[config.mk]
export PLATFORM = sky130hd
export DESIGN_NAME = ufc_top
export DESIGN_NICKNAME = d
export VERILOG_FILES = /design/src/logic/ufc_pkg.sv /design/src/logic/ufc_rx_timer.sv /design/src/logic/ufc_top.sv
export SDC_FILE = /design/constraint.sdc
export NUM_CORES = 1
export LEC_CHECK = 0
export BUFFER_PORTS_ARGS = -buffer_cell sky130_fd_sc_hd__buf_2
export CORE_ASPECT_RATIO = 1.75
export CORE_MARGIN = 3
export CORE_UTILIZATION = 45
export DETAILED_ROUTE_END_ITERATION = 6
export GPL_TIMING_DRIVEN = 0
export PLACE_DENSITY = 0.67
export SYNTH_ARGS = -nofsm -noshare
export SYNTH_HDL_FRONTEND = slang
export SYNTH_SLANG_ARGS = --single-unit
[constraint.sdc]
create_clock -name clk_in -period 2.8 [get_ports clk_in]
set_input_delay 0.42 -clock clk_in [delete_from_list [all_inputs] [get_ports clk_in]]
set_output_delay 0.42 -clock clk_in [all_outputs]
set_load 0.03 [all_outputs]
[src/logic/ufc_pkg.sv]
// shared constants for the uart fifo control and dma request block
package ufc_pkg;

    localparam int ADDR_W = 4;
    localparam int DATA_W = 8;
    localparam int CNT_W  = 7;

    // register offsets
    localparam logic [ADDR_W-1:0] OFS_INT_ENABLE = 4'h1;
    localparam logic [ADDR_W-1:0] OFS_FIFO_CTRL  = 4'h2;
    localparam logic [ADDR_W-1:0] OFS_INT_IDENT  = 4'h2;
    localparam logic [ADDR_W-1:0] OFS_EVT_STATUS = 4'h8;
    localparam logic [ADDR_W-1:0] OFS_EVT_CLEAR  = 4'h9;
    localparam logic [ADDR_W-1:0] OFS_EVT_ENABLE = 4'hA;

    // fifo control fields
    localparam int FC_FIFO_EN  = 0;
    localparam int FC_DMA_MODE = 3;
    localparam int FC_TX_TRIG  = 4;
    localparam int FC_RX_TRIG  = 6;

    // interrupt enable fields
    localparam int IE_RX_AVAIL = 0;
    localparam int IE_TX_EMPTY = 1;

    // event status bits
    localparam int EV_RX_TRIG = 0;
    localparam int EV_RX_TMO  = 1;
    localparam int EV_TX_EMPTY = 2;
    localparam int EV_W        = 3;

    // reset values
    localparam logic [1:0] RST_RX_TRIG   = 2'h0;
    localparam logic [1:0] RST_TX_TRIG   = 2'h0;
    localparam logic       RST_DMA_MODE  = 1'b0;
    localparam logic       RST_FIFO_EN   = 1'b0;
    localparam logic [1:0] RST_INT_EN    = 2'h0;
    localparam logic [EV_W-1:0] RST_EVT  = 3'h0;

    // interrupt identification codes, bits 3:0
    localparam logic [3:0] ID_NONE    = 4'h1;
    localparam logic [3:0] ID_RX_TMO  = 4'hC;
    localparam logic [3:0] ID_RX_DATA = 4'h4;
    localparam logic [3:0] ID_TX_RDY  = 4'h2;

    // receive trigger levels, 16-byte variant
    localparam logic [CNT_W-1:0] RX16_LVL3 = 7'd14;
    localparam logic [CNT_W-1:0] RX16_LVL2 = 7'd8;
    localparam logic [CNT_W-1:0] RX16_LVL1 = 7'd4;
    localparam logic [CNT_W-1:0] RX16_LVL0 = 7'd1;
    // receive trigger levels, 64-byte variant
    localparam logic [CNT_W-1:0] RX64_LVL3 = 7'd60;
    localparam logic [CNT_W-1:0] RX64_LVL2 = 7'd56;
    localparam logic [CNT_W-1:0] RX64_LVL1 = 7'd16;
    localparam logic [CNT_W-1:0] RX64_LVL0 = 7'd8;
    // transmit thresholds, 64-byte variant
    localparam logic [CNT_W-1:0] TX64_LVL3 = 7'd56;
    localparam logic [CNT_W-1:0] TX64_LVL2 = 7'd32;
    localparam logic [CNT_W-1:0] TX64_LVL1 = 7'd16;
    localparam logic [CNT_W-1:0] TX64_LVL0 = 7'd8;

    // receive timeout: character times plus extra bit times
    localparam int TMO_CHARS      = 4;
    localparam int TMO_EXTRA_BITS = 12;
    localparam int TMO_W          = 8;

endpackage : ufc_pkg

[src/logic/ufc_rx_timer.sv]
// receive timeout timer counting bit times while the receive fifo waits
`timescale 1ns/1ps
module ufc_rx_timer
    import ufc_pkg::*;
(
    input  wire logic       clk_in,
    input  wire logic       rst_n_in,
    input  wire logic       ce_in,
    input  wire logic       bit_tick_in,
    input  wire logic       restart_in,
    input  wire logic       armed_in,
    input  wire logic [3:0] char_bits_in,
    output logic            timeout_out
);

    logic [TMO_W-1:0] count_q;
    logic [TMO_W-1:0] count_d;
    logic             fired_q;
    logic             fired_d;
    logic             timeout_d;
    logic [TMO_W-1:0] limit;
    logic             at_limit;

    // four character times plus twelve bit times
    assign limit = TMO_W'(TMO_CHARS * int'(char_bits_in) + TMO_EXTRA_BITS);
    assign at_limit = (count_q >= limit);

    always_comb begin
        count_d   = count_q;
        fired_d   = fired_q;
        timeout_d = 1'b0;
        if (restart_in || !armed_in) begin
            count_d = '0;
            fired_d = 1'b0;
        end else if (at_limit) begin
            timeout_d = !fired_q;
            fired_d   = 1'b1;
        end else if (bit_tick_in) begin
            count_d = count_q + TMO_W'(1);
        end
    end

    always_ff @(posedge clk_in or negedge rst_n_in) begin
        if (!rst_n_in) begin
            count_q     <= '0;
            fired_q     <= 1'b0;
            timeout_out <= 1'b0;
        end else if (ce_in) begin
            count_q     <= count_d;
            fired_q     <= fired_d;
            timeout_out <= timeout_d;
        end
    end

endmodule : ufc_rx_timer

[src/logic/ufc_top.sv]
// fifo control register, interrupt identity and dma request pins
`timescale 1ns/1ps
module ufc_top
    import ufc_pkg::*;
#(
    parameter int FIFO_DEPTH = 16
)
(
    input  wire logic              clk_in,
    input  wire logic              rst_n_in,
    input  wire logic              ce_in,
    input  wire logic [ADDR_W-1:0] addr_in,
    input  wire logic [DATA_W-1:0] wr_data_in,
    input  wire logic              wr_in,
    input  wire logic              rd_in,
    input  wire logic [CNT_W-1:0]  rx_count_in,
    input  wire logic [CNT_W-1:0]  tx_count_in,
    input  wire logic              rx_pop_in,
    input  wire logic              rx_push_in,
    input  wire logic              bit_tick_in,
    input  wire logic [3:0]        char_bits_in,
    output logic [DATA_W-1:0]      rd_data_out,
    output logic                   rx_dma_request_n_out,
    output logic                   tx_dma_request_n_out,
    output logic                   rx_avail_irq_out,
    output logic                   irq_out,
    output logic                   fifo_en_out
);

    localparam bit                DEEP     = (FIFO_DEPTH > 16);
    localparam logic [CNT_W-1:0]  DEPTH_C  = CNT_W'(FIFO_DEPTH);

    // receive trigger level decode for both variants
    function automatic logic [CNT_W-1:0] rx_trig_level(
        input logic [1:0] sel,
        input bit         deep
    );
        logic [CNT_W-1:0] lvl;
        lvl = RX16_LVL0;
        if (deep) begin
            case (sel)
                2'h3:    lvl = RX64_LVL3;
                2'h2:    lvl = RX64_LVL2;
                2'h1:    lvl = RX64_LVL1;
                default: lvl = RX64_LVL0;
            endcase
        end else begin
            case (sel)
                2'h3:    lvl = RX16_LVL3;
                2'h2:    lvl = RX16_LVL2;
                2'h1:    lvl = RX16_LVL1;
                default: lvl = RX16_LVL0;
            endcase
        end
        return lvl;
    endfunction : rx_trig_level

    function automatic logic [CNT_W-1:0] tx_trig_level(
        input logic [1:0] sel
    );
        logic [CNT_W-1:0] lvl;
        case (sel)
            2'h3:    lvl = TX64_LVL3;
            2'h2:    lvl = TX64_LVL2;
            2'h1:    lvl = TX64_LVL1;
            default: lvl = TX64_LVL0;
        endcase
        return lvl;
    endfunction : tx_trig_level

    // control state
    logic                 fifo_en_q;
    logic                 fifo_en_d;
    logic                 dma_mode_q;
    logic                 dma_mode_d;
    logic [1:0]           rx_trig_q;
    logic [1:0]           rx_trig_d;
    logic [1:0]           tx_trig_q;
    logic [1:0]           tx_trig_d;
    logic [1:0]           int_en_q;
    logic [1:0]           int_en_d;
    logic [EV_W-1:0]      evt_status_q;
    logic [EV_W-1:0]      evt_status_d;
    logic [EV_W-1:0]      evt_enable_q;
    logic [EV_W-1:0]      evt_enable_d;
    logic                 rx_req_q;
    logic                 rx_req_d;
    logic                 tx_req_q;
    logic                 tx_req_d;
    logic                 at_trig_q;
    logic                 tx_empty_q;
    logic [DATA_W-1:0]    rd_data_d;

    // address decode
    logic wr_fifo_ctrl;
    logic wr_int_en;
    logic wr_evt_clear;
    logic wr_evt_enable;
    logic rd_int_ident;
    logic rd_int_en;
    logic rd_evt_status;
    logic rd_evt_enable;

    assign wr_fifo_ctrl  = wr_in && (addr_in == OFS_FIFO_CTRL);
    assign wr_int_en     = wr_in && (addr_in == OFS_INT_ENABLE);
    assign wr_evt_clear  = wr_in && (addr_in == OFS_EVT_CLEAR);
    assign wr_evt_enable = wr_in && (addr_in == OFS_EVT_ENABLE);
    assign rd_int_ident  = rd_in && (addr_in == OFS_INT_IDENT);
    assign rd_int_en     = rd_in && (addr_in == OFS_INT_ENABLE);
    assign rd_evt_status = rd_in && (addr_in == OFS_EVT_STATUS);
    assign rd_evt_enable = rd_in && (addr_in == OFS_EVT_ENABLE);

    // fifo status
    logic [CNT_W-1:0] rx_level;
    logic [CNT_W-1:0] tx_level;
    logic [CNT_W-1:0] tx_space;
    logic             rx_any;
    logic             rx_at_trig;
    logic             rx_hit_trig;
    logic             tx_empty;
    logic             tx_full;
    logic             tx_room;
    logic             mode1;
    logic             rx_timeout;

    assign rx_level    = rx_trig_level(rx_trig_q, DEEP);
    assign tx_level    = tx_trig_level(tx_trig_q);
    assign tx_space    = DEPTH_C - tx_count_in;
    assign rx_any      = (rx_count_in != '0);
    assign rx_at_trig  = fifo_en_q && (rx_count_in >= rx_level);
    assign rx_hit_trig = fifo_en_q && (rx_count_in == rx_level);
    assign tx_empty    = (tx_count_in == '0);
    assign tx_full     = (tx_count_in >= DEPTH_C);
    assign tx_room     = DEEP ? (tx_space > tx_level) : tx_empty;
    assign mode1       = fifo_en_q && dma_mode_q;

    ufc_rx_timer u_rx_timer (
        .clk_in       (clk_in),
        .rst_n_in     (rst_n_in),
        .ce_in        (ce_in),
        .bit_tick_in  (bit_tick_in),
        .restart_in   (rx_pop_in || rx_push_in),
        .armed_in     (fifo_en_q && rx_any),
        .char_bits_in (char_bits_in),
        .timeout_out  (rx_timeout)
    );

    // fifo control write: other bits only taken with enable set
    always_comb begin
        fifo_en_d  = fifo_en_q;
        dma_mode_d = dma_mode_q;
        rx_trig_d  = rx_trig_q;
        tx_trig_d  = tx_trig_q;
        if (wr_fifo_ctrl) begin
            fifo_en_d = wr_data_in[FC_FIFO_EN];
            if (wr_data_in[FC_FIFO_EN]) begin
                dma_mode_d = wr_data_in[FC_DMA_MODE];
                rx_trig_d  = wr_data_in[FC_RX_TRIG +: 2];
                tx_trig_d  = DEEP ? wr_data_in[FC_TX_TRIG +: 2] : tx_trig_q;
            end
        end
    end

    assign int_en_d     = wr_int_en ? wr_data_in[1:0] : int_en_q;
    assign evt_enable_d = wr_evt_enable ? wr_data_in[EV_W-1:0]
                                        : evt_enable_q;

    // receive dma request
    always_comb begin
        rx_req_d = rx_req_q;
        if (!mode1) begin
            rx_req_d = rx_any;
        end else if (!rx_any) begin
            rx_req_d = 1'b0;
        end else if (rx_hit_trig || rx_timeout) begin
            rx_req_d = 1'b1;
        end
    end

    // transmit dma request
    always_comb begin
        tx_req_d = tx_req_q;
        if (!mode1) begin
            tx_req_d = tx_empty;
        end else if (tx_full) begin
            tx_req_d = 1'b0;
        end else if (tx_room) begin
            tx_req_d = 1'b1;
        end
    end

    // sticky events: set wins over clear
    logic [EV_W-1:0] evt_set;
    logic [EV_W-1:0] evt_clr;

    assign evt_set[EV_RX_TRIG]  = rx_at_trig && !at_trig_q;
    assign evt_set[EV_RX_TMO]   = rx_timeout;
    assign evt_set[EV_TX_EMPTY] = tx_empty && !tx_empty_q;
    assign evt_clr              = wr_evt_clear ? wr_data_in[EV_W-1:0]
                                               : '0;
    assign evt_status_d         = (evt_status_q & ~evt_clr) | evt_set;

    // interrupt identification
    logic       rx_avail_irq;
    logic       tmo_irq;
    logic       tx_irq;
    logic       tmo_pend_q;
    logic       tmo_pend_d;
    logic [3:0] ident;

    assign rx_avail_irq = rx_at_trig && int_en_q[IE_RX_AVAIL];
    assign tmo_pend_d   = rx_timeout ? 1'b1
                        : ((rx_pop_in || !rx_any) ? 1'b0 : tmo_pend_q);
    assign tmo_irq      = tmo_pend_q && int_en_q[IE_RX_AVAIL];
    assign tx_irq       = tx_empty && int_en_q[IE_TX_EMPTY];
    assign ident        = tmo_irq      ? ID_RX_TMO
                        : rx_avail_irq ? ID_RX_DATA
                        : tx_irq       ? ID_TX_RDY
                        : ID_NONE;

    // read data mux
    logic [DATA_W-1:0] ident_word;

    assign ident_word = {fifo_en_q, fifo_en_q, 2'b00, ident};
    assign rd_data_d  = rd_int_ident  ? ident_word
                      : rd_int_en     ? {6'h00, int_en_q}
                      : rd_evt_status ? {5'h00, evt_status_q}
                      : rd_evt_enable ? {5'h00, evt_enable_q}
                      : '0;

    always_ff @(posedge clk_in or negedge rst_n_in) begin
        if (!rst_n_in) begin
            fifo_en_q  <= RST_FIFO_EN;
            dma_mode_q <= RST_DMA_MODE;
            rx_trig_q  <= RST_RX_TRIG;
            tx_trig_q  <= RST_TX_TRIG;
            int_en_q   <= RST_INT_EN;
        end else if (ce_in) begin
            fifo_en_q  <= fifo_en_d;
            dma_mode_q <= dma_mode_d;
            rx_trig_q  <= rx_trig_d;
            tx_trig_q  <= tx_trig_d;
            int_en_q   <= int_en_d;
        end
    end

    always_ff @(posedge clk_in or negedge rst_n_in) begin
        if (!rst_n_in) begin
            evt_status_q <= RST_EVT;
            evt_enable_q <= RST_EVT;
            at_trig_q    <= 1'b0;
            // transmit side is idle empty after reset: no false empty event
            tx_empty_q   <= 1'b1;
            tmo_pend_q   <= 1'b0;
        end else if (ce_in) begin
            evt_status_q <= evt_status_d;
            evt_enable_q <= evt_enable_d;
            at_trig_q    <= rx_at_trig;
            tx_empty_q   <= tx_empty;
            tmo_pend_q   <= tmo_pend_d;
        end
    end

    always_ff @(posedge clk_in or negedge rst_n_in) begin
        if (!rst_n_in) begin
            rx_req_q             <= 1'b0;
            tx_req_q             <= 1'b0;
            rx_dma_request_n_out <= 1'b1;
            tx_dma_request_n_out <= 1'b1;
        end else if (ce_in) begin
            rx_req_q             <= rx_req_d;
            tx_req_q             <= tx_req_d;
            rx_dma_request_n_out <= !rx_req_d;
            tx_dma_request_n_out <= !tx_req_d;
        end
    end

    always_ff @(posedge clk_in or negedge rst_n_in) begin
        if (!rst_n_in) begin
            rd_data_out      <= '0;
            rx_avail_irq_out <= 1'b0;
            irq_out          <= 1'b0;
            fifo_en_out      <= RST_FIFO_EN;
        end else if (ce_in) begin
            rd_data_out      <= rd_data_d;
            rx_avail_irq_out <= rx_avail_irq;
            irq_out          <= |(evt_status_d & evt_enable_d);
            fifo_en_out      <= fifo_en_d;
        end
    end

endmodule : ufc_top

==> out/metrics.csv <==
stage;metric;value;unit
grt;Overflow after GRT;0;
drt;routed via count;2062;
grt;initial antenna violation count;0;
clock_network;Max Buffers Root-to-Sink;2;
setup_path;number of cells on the worst reg-to-reg path;6;
clock_network;Clock Sink Count;36;
clock_network;CTS buffer count;5;
synthesis;register area share after synthesis;40.2;%
final_layout;Final Cell Area;0.00263;mm^2
timing;max frequency;0.430;GHz
placement;Place WS;166;ps
pwr;P per Cell Area;478;mW/mm^2
placement;Post-DP HPWL;4450;um
floorplan;Die X;59.5;um
setup_path;FF-to-FF Start;u_rx_timer.count_q[4]$_DFFE_PN0P_;
timing;Clock Skews;5.44;ps
setup_path;critical path launch point type;input pin;
flow_run;max_cap viols;0;
drt;wire length per cell;16.2;um
pwr;Peak supply drop;0.000380;V
timing;worst-margin pin slew;811;ps
drt;antenna viol nets, final;0;
clock_network;post-CTS resize count;0;
clock_network;CTS clk-pin slew, worst paths;80;ps
drt;drt total wl;5740;um
grt;Total GRT Usage;20.7;%
timing;Min Hold Slack;213;ps
setup_path;Max Fanout on Critical Path;10;
clock_network;CTS tree;yes;
synthesis;Mapped Avg Cell Area;9.08;um^2
synthesis;top_reg_cell synth;dfrtp_1;
final_layout;antenna cells;0;
grt;number of global-route vias before repair;2045;
final_layout;commonest non-fill, non-tap cells in the layout;45 x buf_2, 33 x dfrtp_1, 25 x inv_1;
drt;DR pass1 iterations;5;
synthesis;ys async rst share;100;%
timing;RSZ-0062 raised after global routing;no;
timing;Total Neg Setup Slack;0;ps
setup_path;r2r endpoint;u_rx_timer.count_q[1]$_DFFE_PN0P_;
timing;Max Transition Viols Final;0;
final_layout;final core utilization;55.5;%
pwr;Leak;1.25;nW
synthesis;Post-synth EDFFs;0;
clock_network;worst-skew pair later-pin latency;290;ps
clock_network;Hold-fix buffers, CTS;0;
floorplan;Die Span Y;99.6;um
floorplan;io pins;51;
clock_network;H-Tree Level Count;2;
setup_path;Setup crit end kind;flop;
floorplan;Die ar.;0.00592;mm^2
timing;Setup WS post-layout;477;ps
pwr;total power;1.26;mW
timing;period utilisation layout;83.0;%
placement;IO Port Bufs;45;
floorplan;Starting Density;47.4;%
timing;Setup-failing EPs final;0;
drt;DRC errors left;0;
setup_path;r2r setup slk;640;ps
final_layout;share of post-route cells with drive strength above 1;24.8;%
synthesis;Synthesis Warnings;0;
drt;via/cell ratio;5.82;
clock_network;CTS root buf;clkbuf_8;
setup_path;critical setup path kind;input pin to flop;
final_layout;non-filler cells, final;354;
final_layout;most common cell after layout, fill and taps aside;buf_2;
placement;Final GP Congestion;0.882;
floorplan;core area;0.00475;mm^2
placement;placed cell count;346;
synthesis;Mapped Cells;248;
grt;global-route wire length before repair;9230;um
timing;fin crit period;2320;ps
worst_hold_path;min-delay worst type;input pin to asynchronous set/reset pin;
synthesis;synthesized flop and latch total;36;
final_layout;Final nets;351;
grt;largest net degree at the start of global routing;37;
final_layout;fill count;485;
placement;post-placement cell area;0.00255;mm^2
setup_path;Arr. time, crit path;2510;ps
run_status;status;finished, final reports clean;
final_layout;P&R area growth vs syn;16.9;%
timing;Max-slew headroom;45.9;%
drt;initial drt markers;52;
clock_network;postcts setup bufs;0;
synthesis;synthesized area;0.00225;mm^2
synthesis;number of distinct library cells after synthesis;51;
setup_path;Crit path required time;2990;ps
floorplan;row cnt;33;
timing;final count of hold timing violations;0;
worst max path at each step:
stage	from	to	cells past startpoint
2_1_floorplan	char_bits_in[0]	u_rx_timer.count_q[1]$_DFFE_PN0P_	9
3_3_place_gp	char_bits_in[0]	u_rx_timer.count_q[1]$_DFFE_PN0P_	10
3_5_place_dp	char_bits_in[0]	u_rx_timer.count_q[1]$_DFFE_PN0P_	10
4_1_cts	char_bits_in[0]	u_rx_timer.count_q[1]$_DFFE_PN0P_	10
5_1_grt	char_bits_in[0]	u_rx_timer.count_q[1]$_DFFE_PN0P_	10
6_report	char_bits_in[0]	u_rx_timer.count_q[1]$_DFFE_PN0P_	10
final cells by class:
cell class	instances	area [um^2]	share of cell area, %
multi-input cells	176	1190	45.2
repair buffers	45	225	8.55
plain buffers	12	67.6	2.57
well taps	52	65.1	2.47
clock buffers	5	68.8	2.61
inverters	25	93.8	3.56
clock inverters	3	18.8	0.713
flip-flops and latches	36	905	34.3
Yosys cell counts (4+ instances only):
| cell | n | area [um^2] |
|---|---|---|
| a21oi_1 | 13 | 65.1 |
| buf_4 | 4 | 30.0 |
| clkbuf_1 | 7 | 26.3 |
| dfrtp_1 | 33 | 826 |
| ha_1 | 12 | 150 |
| inv_1 | 25 | 93.8 |
| mux2_2 | 6 | 67.6 |
| nand2_1 | 21 | 78.8 |
| nand3_1 | 7 | 35.0 |
| nand4_1 | 7 | 43.8 |
| nor2_1 | 12 | 45.0 |
| nor2b_1 | 7 | 43.8 |
| o21a_1 | 4 | 30.0 |
| o21ai_0 | 16 | 80.1 |
| o221ai_1 | 4 | 35.0 |
| o22ai_1 | 5 | 31.3 |
| or3_1 | 4 | 25.0 |
state kept, by name (all words and copies together) (netlist names):
| signal | flops |
|---|---|
| rd_data_out | 5 |
| irq_out | 1 |
| rx_dma_request_n_out | 1 |
| evt_enable_q | 3 |
| u_rx_timer.count_q | 8 |
| at_trig_q | 1 |
| dma_mode_q | 1 |
| rx_req_q | 1 |
| tx_req_q | 1 |
| u_rx_timer.fired_q | 1 |
| evt_status_q | 3 |
| rx_trig_q | 2 |
| int_en_q | 2 |
| u_rx_timer.timeout_out | 1 |
| fifo_en_out | 1 |
| tx_empty_q | 1 |
| tx_dma_request_n_out | 1 |
| rx_avail_irq_out | 1 |
| tmo_pend_q | 1 |
routing by layer:
metal / global-route usage, % / up-vias / wire (um)
li1: - / 1000 / -
met5: 0 / - / 0
met1: 20.5 / 987 / 2070
met2: 38.9 / 60 / 3270
met4: 9.08 / 0 / 172
met3: 4.29 / 15 / 236
worst max-delay path, stage by stage:
cell    delay [ps]
buf_2           80
inv_1           50
ha_1           220
xor2_1         150
ha_1           200
or3_4          390
o22a_1         210
buf_6          140
or3_1          370
a32o_1         270
power breakdown:
group	internal (mW)	switching (mW)	total [mW]	leakage [nW]
Combinational	0.116	0.160	0.276	0.743
Clock	0.173	0.199	0.372	0.0479
Sequential	0.569	0.0418	0.610	0.460
Total	0.858	0.401	1.26	1.25
logic make-up after synthesis:
| group | count (synthesis) | share of synthesized area, % |
|---|---|---|
| other | 1 | 0.167 |
| adder cells (fa/ha/maj) | 12 | 6.67 |
| AND/OR/NAND/NOR | 85 | 20.8 |
| buffers and inverters | 37 | 7.17 |
| AO/OA/AOI/OAI | 66 | 19.9 |
| multiplexers | 9 | 4.33 |
| flip-flops | 36 | 40.2 |
| XOR/XNOR | 2 | 0.778 |
Power figures use the tool's default switching activity.
